File: config.mk
export PLATFORM = sky130hd
export DESIGN_NAME = fbac_phy
export DESIGN_NICKNAME = d
export VERILOG_FILES = /design/src/fbac_pkg.sv /design/src/fbac_rx.sv /design/src/fbac_phy.sv
export SDC_FILE = /design/constraint.sdc
export NUM_CORES = 1
export LEC_CHECK = 0
export BUFFER_PORTS_ARGS = -buffer_cell sky130_fd_sc_hd__buf_2
export CAP_MARGIN = 10
export CORE_ASPECT_RATIO = 1.1
export CORE_MARGIN = 5
export CORE_UTILIZATION = 35
export CTS_CLUSTER_SIZE = 8
export DETAILED_ROUTE_END_ITERATION = 8
export HOLD_SLACK_MARGIN = 0.02
export SETUP_SLACK_MARGIN = 0.5
export SLEW_MARGIN = 20
export SYNTH_ARGS = -nofsm -noshare
export SYNTH_HDL_FRONTEND = slang
export SYNTH_HIERARCHICAL = 1
export SYNTH_SLANG_ARGS = --single-unit
File: constraint.sdc
create_clock -name clk_in -period 3.7 [get_ports clk_in]
set_clock_uncertainty 0.1 [all_clocks]
set_input_delay 0.555 -clock clk_in [delete_from_list [all_inputs] [get_ports clk_in]]
set_output_delay 0.555 -clock clk_in [all_outputs]
set_load 0.02 [all_outputs]
File: src/fbac_pkg.sv
// constants and types for the half/full duplex async character phy
package fbac_pkg;
  localparam int CLK_HZ = 25_000_000;
  localparam int BAUD_HZ = 9600;
  localparam int OVS = 16;
  localparam int DIV_INT = (CLK_HZ + BAUD_HZ * OVS / 2) / (BAUD_HZ * OVS);
  localparam logic [15:0] DIV_RST = 16'(DIV_INT);
  localparam logic [3:0] OVS_LAST = 4'(OVS - 1);
  localparam logic [3:0] MID_SAMP = 4'(OVS / 2 - 1);
  localparam logic [7:0] ADDR_CTRL = 8'h00;
  localparam logic [7:0] ADDR_DIV = 8'h04;
  localparam logic [7:0] ADDR_STAT = 8'h08;
  localparam logic CTRL_FDX_RST = 1'h0;
  localparam int CTRL_FDX_BIT = 0;
  localparam logic [1:0] RESP_OKAY = 2'h0;
  localparam logic [1:0] RESP_SLVERR = 2'h2;
  localparam logic [7:0] IDLE_MAX = 8'hFF;
  localparam logic [7:0] IDLE_LONG = 8'h0B;
  localparam logic [7:0] IDLE_SHORT_MOD = 8'h0A;
  localparam logic [7:0] IDLE_SHORT_MIN = 8'h02;
  localparam logic [7:0] IDLE_R30 = 8'h1E;
  localparam logic [7:0] IDLE_R35 = 8'h23;
  localparam logic [7:0] IDLE_R40 = 8'h28;
  localparam logic [3:0] IDLE_REP_LAST = 4'h9;
  localparam logic [3:0] CLOSE_GAP = 4'h3;
  localparam logic [3:0] LEN_HDX = 4'hB;
  localparam logic [3:0] LEN_FDX = 4'hA;
  localparam logic [3:0] RX_LAST_HDX = 4'h9;
  localparam logic [3:0] RX_LAST_FDX = 4'h8;
  localparam logic [7:0] CH_LEAD = 8'hD7;
  localparam logic [7:0] CH_ESC = 8'hD9;
  localparam logic [7:0] CH_ESC_LEAD = 8'h00;
  localparam logic [7:0] CH_ESC_ESC = 8'h01;
  typedef enum logic [1:0] {
    REQ_OPEN_LONG, REQ_OPEN_SHORT, REQ_DATA, REQ_CLOSE
  } fbac_req_t;
  typedef enum logic [1:0] {IND_START, IND_DATA, IND_IDLE} fbac_class_t;
  typedef enum logic [2:0] {
    ST_SUCCESS, ST_FRAMING, ST_IDLE_ERR, ST_ADDR_ERR, ST_STUFF_ERR,
    ST_IDLE30, ST_IDLE35, ST_IDLE40
  } fbac_stat_t;
  typedef enum logic [1:0] {RX_IDLE, RX_START, RX_BITS} fbac_rx_t;
endpackage

File: src/fbac_rx.sv
// oversampling character receiver
`timescale 1ns/10ps
module fbac_rx import fbac_pkg::*; (
  input wire logic clk_in,
  input wire logic sys_rst_in,
  input wire logic samp_tick_in,
  input wire logic rx_in,
  input wire logic fdx_in,
  output logic start_out,
  output logic zero_out,
  output logic char_valid_out,
  output logic [7:0] char_data_out,
  output logic char_flag_out,
  output logic char_stop_out
);
  fbac_rx_t state_r;
  logic prev_r;
  logic [3:0] ph_r;
  logic [3:0] cnt_r;
  logic [9:0] sh_r;
  logic [9:0] sh_nxt;

  assign sh_nxt = {sh_r[8:0], rx_in};

  always_ff @(posedge clk_in) begin
    start_out <= 1'b0;
    zero_out <= 1'b0;
    char_valid_out <= 1'b0;
    if (sys_rst_in) begin
      state_r <= RX_IDLE;
      prev_r <= 1'b1;
      ph_r <= 4'h0;
      cnt_r <= 4'h0;
      sh_r <= 10'h000;
      char_data_out <= 8'h00;
      char_flag_out <= 1'b0;
      char_stop_out <= 1'b0;
    end else if (samp_tick_in) begin
      case (state_r)
        RX_IDLE: begin
          prev_r <= rx_in;
          ph_r <= 4'h0;
          if (prev_r && !rx_in) begin
            state_r <= RX_START;
          end
        end
        RX_START: begin
          ph_r <= ph_r + 4'h1;
          if (ph_r == MID_SAMP) begin
            ph_r <= 4'h0;
            cnt_r <= 4'h0;
            if (!rx_in) begin
              state_r <= RX_BITS;
              start_out <= 1'b1;
              zero_out <= 1'b1;
            end else begin
              state_r <= RX_IDLE;
            end
          end
        end
        RX_BITS: begin
          ph_r <= ph_r + 4'h1;
          if (ph_r == OVS_LAST) begin
            ph_r <= 4'h0;
            sh_r <= sh_nxt;
            zero_out <= !rx_in;
            cnt_r <= cnt_r + 4'h1;
            if (cnt_r == (fdx_in ? RX_LAST_FDX : RX_LAST_HDX)) begin
              state_r <= RX_IDLE;
              prev_r <= rx_in;
              char_valid_out <= 1'b1;
              char_stop_out <= rx_in;
              if (fdx_in) begin
                char_data_out <= sh_nxt[8:1];
                char_flag_out <= 1'b0;
              end else begin
                char_data_out <= sh_nxt[9:2];
                char_flag_out <= sh_nxt[1];
              end
            end
          end
        end
        default: state_r <= RX_IDLE;
      endcase
    end
  end
endmodule // fbac_rx

File: src/fbac_phy.sv
// async character phy with axi4-lite control
`timescale 1ns/10ps
module fbac_phy import fbac_pkg::*; (
  input wire logic clk_in,
  input wire logic sys_rst_in,
  input wire logic [7:0] s_axi_awaddr_in,
  input wire logic s_axi_awvalid_in,
  output logic s_axi_awready_out,
  input wire logic [31:0] s_axi_wdata_in,
  input wire logic [3:0] s_axi_wstrb_in,
  input wire logic s_axi_wvalid_in,
  output logic s_axi_wready_out,
  output logic [1:0] s_axi_bresp_out,
  output logic s_axi_bvalid_out,
  input wire logic s_axi_bready_in,
  input wire logic [7:0] s_axi_araddr_in,
  input wire logic s_axi_arvalid_in,
  output logic s_axi_arready_out,
  output logic [31:0] s_axi_rdata_out,
  output logic [1:0] s_axi_rresp_out,
  output logic s_axi_rvalid_out,
  input wire logic s_axi_rready_in,
  input wire logic req_valid_in,
  input wire logic [1:0] req_kind_in,
  input wire logic [7:0] req_data_in,
  output logic req_ack_out,
  output logic ind_valid_out,
  output logic [1:0] ind_class_out,
  output logic [2:0] ind_status_out,
  output logic [7:0] ind_data_out,
  input wire logic line_rx_in,
  output logic line_tx_out,
  output logic line_drive_enable_out,
  input wire logic cts_in,
  output logic rts_out
);
  logic fdx_r;
  logic [15:0] div_r;
  logic [15:0] div_cnt_r;
  logic samp_tick_r;
  logic [3:0] bph_r;
  logic bit_tick;
  logic rx_m_r, rx_s_r, cts_m_r, cts_s_r;
  logic rx_start, rx_zero, rx_valid, rx_flag, rx_stop;
  logic [7:0] rx_data;
  logic [7:0] idle_r;
  logic [7:0] idle_snap_r;
  logic [7:0] idle_inc;
  logic [3:0] rep_r;
  logic [10:0] sh_r;
  logic [3:0] left_r;
  logic tx_on_r;
  logic tx_bit;
  logic load;
  logic go;
  logic [1:0] pend_r;
  logic [10:0] pend0_r, pend1_r;
  logic [3:0] gap_r;
  logic take;
  logic lead_r, esc_r;
  logic [31:0] rd_mux;
  logic rd_err;

  function automatic logic [10:0] mk_char(input logic [7:0] d,
                                          input logic flag,
                                          input logic fdx);
    if (fdx) begin
      mk_char = {1'b0, d, 1'b1, 1'b0};
    end else begin
      mk_char = {1'b0, d, flag, 1'b1};
    end
  endfunction

  // input synchronisers
  always_ff @(posedge clk_in) begin
    if (sys_rst_in) begin
      rx_m_r <= 1'b1;
      rx_s_r <= 1'b1;
      cts_m_r <= 1'b0;
      cts_s_r <= 1'b0;
    end else begin
      rx_m_r <= line_rx_in;
      rx_s_r <= rx_m_r;
      cts_m_r <= cts_in;
      cts_s_r <= cts_m_r;
    end
  end

  // sample and bit rate enables
  always_ff @(posedge clk_in) begin
    if (sys_rst_in) begin
      div_cnt_r <= 16'h0000;
      samp_tick_r <= 1'b0;
      bph_r <= 4'h0;
    end else begin
      samp_tick_r <= 1'b0;
      if (div_cnt_r >= ((div_r == 16'h0000) ? 16'h0000 : div_r - 16'h1))
      begin
        div_cnt_r <= 16'h0000;
        samp_tick_r <= 1'b1;
      end else begin
        div_cnt_r <= div_cnt_r + 16'h1;
      end
      if (samp_tick_r) begin
        bph_r <= bph_r + 4'h1;
      end
    end
  end

  assign bit_tick = samp_tick_r && (bph_r == OVS_LAST);

  fbac_rx u_rx (
    .clk_in(clk_in),
    .sys_rst_in(sys_rst_in),
    .samp_tick_in(samp_tick_r),
    .rx_in(rx_s_r),
    .fdx_in(fdx_r),
    .start_out(rx_start),
    .zero_out(rx_zero),
    .char_valid_out(rx_valid),
    .char_data_out(rx_data),
    .char_flag_out(rx_flag),
    .char_stop_out(rx_stop)
  );

  // transmit shifter
  assign go = fdx_r ? cts_s_r : 1'b1;
  assign load = bit_tick && (left_r == 4'h0) && (pend_r != 2'h0) && go;

  always_comb begin
    if (left_r != 4'h0) begin
      tx_bit = sh_r[10];
    end else if (load) begin
      tx_bit = pend0_r[10];
    end else begin
      tx_bit = 1'b1;
    end
  end

  always_ff @(posedge clk_in) begin
    if (sys_rst_in) begin
      line_tx_out <= 1'b1;
      sh_r <= 11'h7FF;
      left_r <= 4'h0;
      tx_on_r <= 1'b0;
    end else if (bit_tick) begin
      line_tx_out <= tx_bit;
      if (left_r != 4'h0) begin
        sh_r <= {sh_r[9:0], 1'b0};
        left_r <= left_r - 4'h1;
      end else if (load) begin
        sh_r <= {pend0_r[9:0], 1'b0};
        left_r <= (fdx_r ? LEN_FDX : LEN_HDX) - 4'h1;
        tx_on_r <= 1'b1;
      end else begin
        tx_on_r <= 1'b0;
      end
    end
  end

  // request acceptance
  always_comb begin
    take = 1'b0;
    if (req_valid_in && !req_ack_out) begin
      case (fbac_req_t'(req_kind_in))
        REQ_OPEN_LONG: begin
          if (fdx_r) begin
            take = (pend_r == 2'h0) && !tx_on_r;
          end else begin
            take = (pend_r == 2'h0) && (idle_r >= IDLE_LONG);
          end
        end
        REQ_OPEN_SHORT: begin
          if (fdx_r) begin
            take = (pend_r == 2'h0) && !tx_on_r;
          end else begin
            take = (pend_r == 2'h0) &&
                   ((idle_r % IDLE_SHORT_MOD) >= IDLE_SHORT_MIN);
          end
        end
        REQ_DATA: take = (pend_r == 2'h0);
        REQ_CLOSE: begin
          take = (pend_r == 2'h0) && !tx_on_r &&
                 (fdx_r || (gap_r >= CLOSE_GAP));
        end
        default: take = 1'b0;
      endcase
    end
  end

  // pending characters
  always_ff @(posedge clk_in) begin
    if (sys_rst_in) begin
      pend_r <= 2'h0;
      pend0_r <= 11'h7FF;
      pend1_r <= 11'h7FF;
    end else if (take && req_kind_in != REQ_CLOSE) begin
      pend_r <= 2'h1;
      pend0_r <= mk_char(req_data_in, req_kind_in != REQ_DATA, fdx_r);
      if (fdx_r && req_kind_in != REQ_DATA) begin
        pend_r <= 2'h2;
        pend0_r <= mk_char(CH_LEAD, 1'b0, 1'b1);
        pend1_r <= mk_char(req_data_in, 1'b0, 1'b1);
      end else if (fdx_r && req_data_in == CH_LEAD) begin
        pend_r <= 2'h2;
        pend0_r <= mk_char(CH_ESC, 1'b0, 1'b1);
        pend1_r <= mk_char(CH_ESC_LEAD, 1'b0, 1'b1);
      end else if (fdx_r && req_data_in == CH_ESC) begin
        pend_r <= 2'h2;
        pend0_r <= mk_char(CH_ESC, 1'b0, 1'b1);
        pend1_r <= mk_char(CH_ESC_ESC, 1'b0, 1'b1);
      end
    end else if (load) begin
      pend_r <= pend_r - 2'h1;
      pend0_r <= pend1_r;
    end
  end

  // acknowledge, drive enable, rts, close gap
  always_ff @(posedge clk_in) begin
    if (sys_rst_in) begin
      req_ack_out <= 1'b0;
      line_drive_enable_out <= 1'b0;
      rts_out <= 1'b0;
      gap_r <= 4'h0;
    end else begin
      req_ack_out <= take;
      if (take) begin
        case (fbac_req_t'(req_kind_in))
          REQ_OPEN_LONG, REQ_OPEN_SHORT: begin
            if (fdx_r) begin
              rts_out <= 1'b1;
            end else begin
              line_drive_enable_out <= 1'b1;
            end
          end
          REQ_CLOSE: begin
            line_drive_enable_out <= 1'b0;
            rts_out <= 1'b0;
          end
          default: gap_r <= gap_r;
        endcase
      end
      if (tx_on_r || pend_r != 2'h0) begin
        gap_r <= 4'h0;
      end else if (bit_tick && gap_r < CLOSE_GAP) begin
        gap_r <= gap_r + 4'h1;
      end
    end
  end

  // idle counter and link idle reports
  assign idle_inc = (idle_r == IDLE_MAX) ? IDLE_MAX : idle_r + 8'h1;

  always_ff @(posedge clk_in) begin
    if (sys_rst_in) begin
      idle_r <= 8'h00;
      rep_r <= 4'h0;
      idle_snap_r <= 8'h00;
    end else begin
      if (rx_start) begin
        idle_snap_r <= idle_r;
      end
      if (rx_zero) begin
        idle_r <= 8'h00;
      end else if (bit_tick) begin
        if (!tx_bit) begin
          idle_r <= 8'h00;
        end else begin
          idle_r <= idle_inc;
        end
      end
      if (bit_tick && tx_bit && !rx_zero) begin
        if (idle_inc == IDLE_R40 && idle_r != IDLE_MAX) begin
          rep_r <= 4'h0;
        end else if (idle_r >= IDLE_R40) begin
          rep_r <= (rep_r == IDLE_REP_LAST) ? 4'h0 : rep_r + 4'h1;
        end
      end
    end
  end

  // indications to the link layer
  always_ff @(posedge clk_in) begin
    if (sys_rst_in) begin
      ind_valid_out <= 1'b0;
      ind_class_out <= IND_DATA;
      ind_status_out <= ST_SUCCESS;
      ind_data_out <= 8'h00;
      lead_r <= 1'b0;
      esc_r <= 1'b0;
    end else begin
      ind_valid_out <= 1'b0;
      if (rx_valid) begin
        ind_valid_out <= 1'b1;
        ind_data_out <= rx_data;
        ind_class_out <= IND_DATA;
        ind_status_out <= rx_stop ? ST_SUCCESS : ST_FRAMING;
        if (!fdx_r) begin
          lead_r <= 1'b0;
          esc_r <= 1'b0;
          if (rx_flag || idle_snap_r >= IDLE_LONG) begin
            ind_class_out <= IND_START;
            if (!rx_stop) begin
              ind_status_out <= ST_FRAMING;
            end else if (!rx_flag) begin
              ind_status_out <= ST_ADDR_ERR;
            end else if (idle_snap_r < IDLE_LONG) begin
              ind_status_out <= ST_IDLE_ERR;
            end
          end
        end else if (lead_r) begin
          lead_r <= 1'b0;
          ind_class_out <= IND_START;
        end else if (esc_r) begin
          esc_r <= 1'b0;
          if (!rx_stop) begin
            ind_status_out <= ST_FRAMING;
          end else if (rx_data == CH_ESC_LEAD) begin
            ind_data_out <= CH_LEAD;
          end else if (rx_data == CH_ESC_ESC) begin
            ind_data_out <= CH_ESC;
          end else begin
            ind_status_out <= ST_STUFF_ERR;
          end
        end else if (rx_data == CH_LEAD) begin
          ind_valid_out <= 1'b0;
          lead_r <= 1'b1;
        end else if (rx_data == CH_ESC && rx_stop) begin
          ind_valid_out <= 1'b0;
          esc_r <= 1'b1;
        end
      end else if (bit_tick && tx_bit && !rx_zero && idle_r != IDLE_MAX) begin
        ind_data_out <= 8'h00;
        ind_class_out <= IND_IDLE;
        if (idle_inc == IDLE_R30) begin
          ind_valid_out <= 1'b1;
          ind_status_out <= ST_IDLE30;
        end else if (idle_inc == IDLE_R35) begin
          ind_valid_out <= 1'b1;
          ind_status_out <= ST_IDLE35;
        end else if (idle_inc == IDLE_R40 ||
                     (idle_r > IDLE_R40 && rep_r == IDLE_REP_LAST)) begin
          ind_valid_out <= 1'b1;
          ind_status_out <= ST_IDLE40;
        end
      end else if (bit_tick && idle_r == IDLE_MAX && rep_r == IDLE_REP_LAST
                   && tx_bit && !rx_zero) begin
        ind_valid_out <= 1'b1;
        ind_class_out <= IND_IDLE;
        ind_status_out <= ST_IDLE40;
        ind_data_out <= 8'h00;
      end
    end
  end

  // axi4-lite write channel
  always_ff @(posedge clk_in) begin
    if (sys_rst_in) begin
      s_axi_awready_out <= 1'b0;
      s_axi_wready_out <= 1'b0;
      s_axi_bvalid_out <= 1'b0;
      s_axi_bresp_out <= RESP_OKAY;
      fdx_r <= CTRL_FDX_RST;
      div_r <= DIV_RST;
    end else begin
      if (s_axi_bvalid_out && s_axi_bready_in) begin
        s_axi_bvalid_out <= 1'b0;
      end
      if (s_axi_awready_out) begin
        s_axi_awready_out <= 1'b0;
        s_axi_wready_out <= 1'b0;
        s_axi_bvalid_out <= 1'b1;
        s_axi_bresp_out <= RESP_OKAY;
        if (s_axi_awaddr_in[7:2] == ADDR_CTRL[7:2]) begin
          if (s_axi_wstrb_in[0]) begin
            fdx_r <= s_axi_wdata_in[CTRL_FDX_BIT];
          end
        end else if (s_axi_awaddr_in[7:2] == ADDR_DIV[7:2]) begin
          if (s_axi_wstrb_in[0]) begin
            div_r[7:0] <= s_axi_wdata_in[7:0];
          end
          if (s_axi_wstrb_in[1]) begin
            div_r[15:8] <= s_axi_wdata_in[15:8];
          end
        end else if (s_axi_awaddr_in[7:2] != ADDR_STAT[7:2]) begin
          s_axi_bresp_out <= RESP_SLVERR;
        end
      end else if (s_axi_awvalid_in && s_axi_wvalid_in &&
                   !s_axi_bvalid_out) begin
        s_axi_awready_out <= 1'b1;
        s_axi_wready_out <= 1'b1;
      end
    end
  end

  // axi4-lite read channel
  always_comb begin
    rd_mux = 32'h0000_0000;
    rd_err = 1'b0;
    if (s_axi_araddr_in[7:2] == ADDR_CTRL[7:2]) begin
      rd_mux[CTRL_FDX_BIT] = fdx_r;
    end else if (s_axi_araddr_in[7:2] == ADDR_DIV[7:2]) begin
      rd_mux[15:0] = div_r;
    end else if (s_axi_araddr_in[7:2] == ADDR_STAT[7:2]) begin
      rd_mux[15:0] = {idle_r, 5'h00, tx_on_r, rts_out,
                      line_drive_enable_out};
    end else begin
      rd_err = 1'b1;
    end
  end

  always_ff @(posedge clk_in) begin
    if (sys_rst_in) begin
      s_axi_arready_out <= 1'b0;
      s_axi_rvalid_out <= 1'b0;
      s_axi_rdata_out <= 32'h0000_0000;
      s_axi_rresp_out <= RESP_OKAY;
    end else begin
      if (s_axi_rvalid_out && s_axi_rready_in) begin
        s_axi_rvalid_out <= 1'b0;
      end
      if (s_axi_arready_out) begin
        s_axi_arready_out <= 1'b0;
        s_axi_rvalid_out <= 1'b1;
        s_axi_rdata_out <= rd_mux;
        s_axi_rresp_out <= rd_err ? RESP_SLVERR : RESP_OKAY;
      end else if (s_axi_arvalid_in && !s_axi_rvalid_out) begin
        s_axi_arready_out <= 1'b1;
      end
    end
  end
endmodule // fbac_phy

# Word-level counts from Yosys, hierarchy flattened
# Index checks and enable logic that the tools add are counted.
# op_classes
addsub	11
div_mod_pow	1
magnitude_cmp	9
n_eq_ne	34
mux	130
bitwise_logic	6
n_reduce_logical	87
# op_table
operator	n
two-way mux 11 bit	9
two-way mux 8 bit	12
two-way mux 1 bit	52
two-way mux 16 bit	3
two-way mux 2 bit	23
== test 8 bit, second input constant	5
two-way mux 3 bit	12
two-way mux 4 bit	9
logical AND 1 bit	30
adder 4 x 1 -> 4 bit, second input constant	5
AND reduction 4 bit	5
nonzero test 2 bit	9
adder 16 x 1 -> 16 bit, second input constant	1
== test 8 x 6 -> 1 bit, second input constant	2
>= comparator 16 bit	1
>= comparator 8 x 4 -> 1 bit, second input constant	2
zero test 16 bit	1
subtractor 16 x 1 -> 16 bit, second input constant	1
two-way mux 15 bit	1
AND reduction 2 bit	7
OR reduction 2 bit	7
== test 4 bit, second input constant	3
== test 6 x 1 -> 1 bit, second input constant	2
zero test 6 bit	2
other kinds (40)	74
# word_totals
register_bits	184
in_bits	72
elab_cells	327

# Longest topological paths before layout
# logic_depth
word_depth	12
ltp_mapped	17

# By module
# Netlist, hierarchy kept.
# by_module_without_submodules
mod	n_inst	cells_each	area_each_um2	seq_area_each_um2
fbac_phy	1	896	7558.5	2942.8
fbac_rx	1	181	1567.8	660.6

# Worst setup path before layout
# Ideal clock, no wire load.
# synth_path
kind	register to register
startpoint	register div_r[8]
endpoint	register div_cnt_r[10]
setup_ps	65
arrival_ps	3298
setup_slack_ps	237
stages_incl_launch_ff	15
path_buffers	2
period_less_slack_ps	3463
path_cell_list	dfxtp_1 -> or3_1 -> nor3_1 -> nand4_1 -> and2_1 -> ha_1 -> nand2b_1 -> a21o_1 -> a21oi_1 -> o211ai_1 -> a31o_2 -> or2_2 -> clkbuf_1 -> clkbuf_1 -> nor2_1
# synth_via
elab_chain_cells	4
# synth_rtl
element	line	source
start, declared	fbac_phy.sv:38	logic [15:0] div_r;
start signal, assigned	fbac_phy.sv:384	div_r[15:8] <= s_axi_wdata_in[15:8];
subtractor 16 x 1 -> 16 bit / zero test 16 bit (equally long branches)	fbac_phy.sv:97	if (div_cnt_r >= ((div_r == 16'h0000) ? 16'h0000 : div_r - 16'h1))
two-way mux 16 bit *	fbac_phy.sv:97	
>= comparator 16 bit *	fbac_phy.sv:97	
OR reduction 2 bit (no line) *	--	
end signal, assigned	fbac_phy.sv:102	div_cnt_r <= div_cnt_r + 16'h1;
end, declared	fbac_phy.sv:39	logic [15:0] div_cnt_r;
# Every way passes the cells marked *; elsewhere a longest branch is shown, timed or not.
# A chain may end at the register's enable or synchronous reset.

# Worst setup path after layout
# layout_path
startpoint	register div_r[2]
endpoint	register div_cnt_r[8]
# Same word-level chain as after synthesis.

==> results.toml <==
[outcome]
outcome = "complete, no violations"

[yosys]
synth-seq-cells = 180
syn_area_um2 = 9130
yosys-top-cells-area = "dfxtp_1 (39%), nor2_1 (5.6%), a21oi_1 (4.7%), ha_1 (4.4%), mux2i_1 (4.4%)"
synth_area_per_cell_um2 = 8.47
synth_top_area_cell = "dfxtp_1"
synth-edff-count = 0
synthCells = 1077
yosys_warnings = 6
synth_seq_area_share = 0.395
ys.flop_type = "dfxtp_1"
synth.distinct_cells = 76
synth.top_cell.area_share = 0.395
synthArstFlopShare = 0

[drt]
vias = 7862
drc = 0
viasPerCell = 5.21
drt_first_pass_iters = 5
postRouteAntennaNets = 0
routed_wl_mm = 22.3
wl_per_cell_um = 14.8
drt_iter0_drc = 410

[clocking]
cts_buffers = 17
clkSinkCount = 180
clk_pin_slew_worst_paths_ns = 0.08
cts_buffer_depth = 2
root_buffer = "clkbuf_16"
cts_tree = "done"
clock_latency_ns = 0.43
cts-hold-fix-buffers = 0
htree_levels = 4

[sta]
rsz0062_at_grt = "true"
worstMarginPinSlew_ns = 0.996
max-slew-margin-rel = 0.333
tns_ns = 0
final_hold_viol_count = 0
period_minus_slack_ns = 3.09
finalSetupViolCount = 0
drv_slew = 0
fin_crit_sh = 0.836
fmax_mhz = 323

[place]
gp_congestion = 0.865
io_buffers = 90
dp.cells = 1471
dp_hpwl_mm = 16.0

[final_layout]
fillers = 2608
seq_area_um2 = 3610
drive_gt1_frac = 0.180
stdcell_count = 1510
multi_input_area_um2 = 5110
syn2layout_area_growth_pct = 15.5
nets = 1249
n_antenna_cell = 0

[global_routing]
grt_max_degree = 69
antenna_found_initial = 0
gr-total-overflow = 0
grtUsageTotal = 0.151
grt_pass1_vias = 7291
grt_pass1_wl_mm = 36.5

[worst_hold_path]
hold_end = "rx_m_r"
hold_start = "line_rx_in"
holdPathStages = 2
hold_path.class = "in -> reg"

[worst_setup_path]
r2r_slack_ns = 0.61
cp_data_required_time_ns = 3.96
rr_startpoint = "div_r[2]"
cp_max_fo = 8
r2r-end = "div_cnt_r[8]"
crit_path_end_kind = "register"
cp-start-kind = "register"
rr_worst_depth = 15
path_class = "reg -> reg"
critPathArrivalTime_ns = 3.35

[pwr]
ir_drop_mv = 0.222
power_leakage_nw = 4.13
p_per_area_nw_per_um2 = 370

[die]
coreArea_um2 = 25900
dieArea_um2 = 29400
fp.dieW_um = 164
std_cell_rows = 62
pin_count = 131
start_util = 0.352
fp.dieH_um = 179

[job]
maxCapViolCount = 0
## per-stage QoR
stage | util | hold slack [ns] | total power [mW] | setup slack (ns) | instance area [um^2]
3_3_place_gp | 0.380 | 0.301 | 2.18 | 0.411 | 9840
5_1_grt | 0.407 | 0.196 | 4.05 | 0.430 | 10500
2_1_floorplan | - | 0.289 | 2.13 | 0.498 | 9240
6_report | 0.407 | 0.210 | 3.90 | 0.609 | 10500
4_1_cts | 0.403 | 0.197 | 3.95 | 0.505 | 10500
3_5_place_dp | 0.380 | 0.305 | 2.18 | 0.381 | 9840
## cell families (layout without fill, tap and decap cells)
family,after synthesis,count (layout),share of synthesized area
AO/OA/AOI/OAI,251,251,0.191
XOR/XNOR,33,33,0.0317
adder cells (fa/ha/maj),32,32,0.0439
buffers and inverters,123,186,0.0646
flip-flops,180,180,0.395
multiplexers,41,41,0.0451
other,1,18,0.000411
AND/OR/NAND/NOR,416,417,0.229
## worst max-delay path, cell delays in order, from the launching register on
cell      delay (ns)
dfxtp_4         0.37
nor4_4          0.28
nand2b_1        0.14
nor2_4          0.21
nand2_4         0.08
or3_4           0.35
nor3_2          0.12
a21oi_1         0.06
ha_1            0.28
nand4_1         0.10
nor2_2          0.06
a21oi_1         0.13
o211ai_1        0.09
a31o_2          0.25
or2_4           0.29
nor2_1          0.10
## worst max-delay path by stage
stage                        start            end  slack (ns)  cells after the start
after global placement    div_r[3]   div_cnt_r[4]        0.41                     15
after detailed placement  div_r[3]  div_cnt_r[14]        0.38                     15
after floorplan           div_r[5]   div_cnt_r[0]        0.50                     17
final                     div_r[2]   div_cnt_r[8]        0.61                     15
after global routing      div_r[2]   div_cnt_r[8]        0.43                     15
after CTS                 div_r[3]  div_cnt_r[14]        0.50                     15
## metal layers
metal / vias up / routed length, um / global-route usage
met5: - / 0 / 0
met4: 0 / 189 / 0.0339
met3: 15 / 687 / 0.0272
met2: 146 / 11000 / 0.261
met1: 3755 / 10500 / 0.197
li1: 3946 / - / -
## state kept, by name (all words and copies together) (netlist names), 3 cells and up
| signal | flops |
|---|---|
| rep_r | 4 |
| u_rx/ph_r | 4 |
| gap_r | 4 |
| s_axi_rdata_out | 16 |
| ind_data_out | 8 |
| div_r | 16 |
| pend1_r | 9 |
| idle_snap_r | 8 |
| left_r | 4 |
| sh_r | 11 |
| u_rx/sh_r | 9 |
| u_rx/char_data_out | 8 |
| ind_status_out | 3 |
| u_rx/cnt_r | 4 |
| pend0_r | 11 |
| div_cnt_r | 16 |
| idle_r | 8 |
| bph_r | 4 |
## repair_timing
item,CTS,global route
setup endpoints to repair,16,17
endpoints found under the hold margin,0,0
cloned,1,0
setup buffers,2,4
resized for setup,5,16
pin swaps,3,14
## where the power goes
group | switching [mW] | internal, mW
Sequential | 0.0144 | 1.95
Combinational | 0.114 | 0.0593
Clock | 0.848 | 0.910
## layout by cell type (no fill, tap or decap), drive strengths merged, types with 21 or more instances in the layout
cell type and instances:
a211oi 21, nor3 28, buf 116, a21oi 94
dfxtp 180, ha 32, o21ai 33, mux2i 40
nand2 83, nand3 43, nor2 138, inv 45
## final cells by class
class | instances | area share
clock buffer | 18 | 0.0417
clock inverter | 14 | 0.0128
inverter | 38 | 0.0135
multi-input combinational | 792 | 0.485
sequential | 180 | 0.343
tap | 352 | 0.0418
timing repair buffer | 116 | 0.0627
## cells in the mapped netlist (all sizes together), types with 3 or more instances
| master | n |
|---|---|
| nor4 | 10 |
| o221ai | 7 |
| or2 | 6 |
| and3 | 14 |
| o31ai | 3 |
| nor3b | 7 |
| a21o | 10 |
| nand4 | 12 |
| a31o | 3 |
| nand3b | 6 |
| nand3 | 43 |
| o211ai | 8 |
| a22oi | 11 |
| nor4b | 3 |
| o41ai | 3 |
| and2 | 6 |
| nor2 | 138 |
| inv | 38 |
| a221oi | 4 |
| a21oi | 94 |
| and4 | 3 |
| or3 | 4 |
| a222oi | 7 |
| buf | 44 |
| o21ai | 33 |
| or4 | 5 |
| nand2 | 83 |
| or3b | 4 |
| xor2 | 15 |
| nand2b | 17 |
| a211oi | 21 |
| a221o | 7 |
| a311oi | 3 |
| nand4b | 5 |
| ha | 32 |
| xnor2 | 18 |
| o21a | 3 |
| dfxtp | 180 |
| mux2i | 40 |
| nor3 | 28 |
| clkbuf | 41 |
| a31oi | 7 |
| nor2b | 19 |
| a211o | 15 |
(Power assumes the default switching activity.)
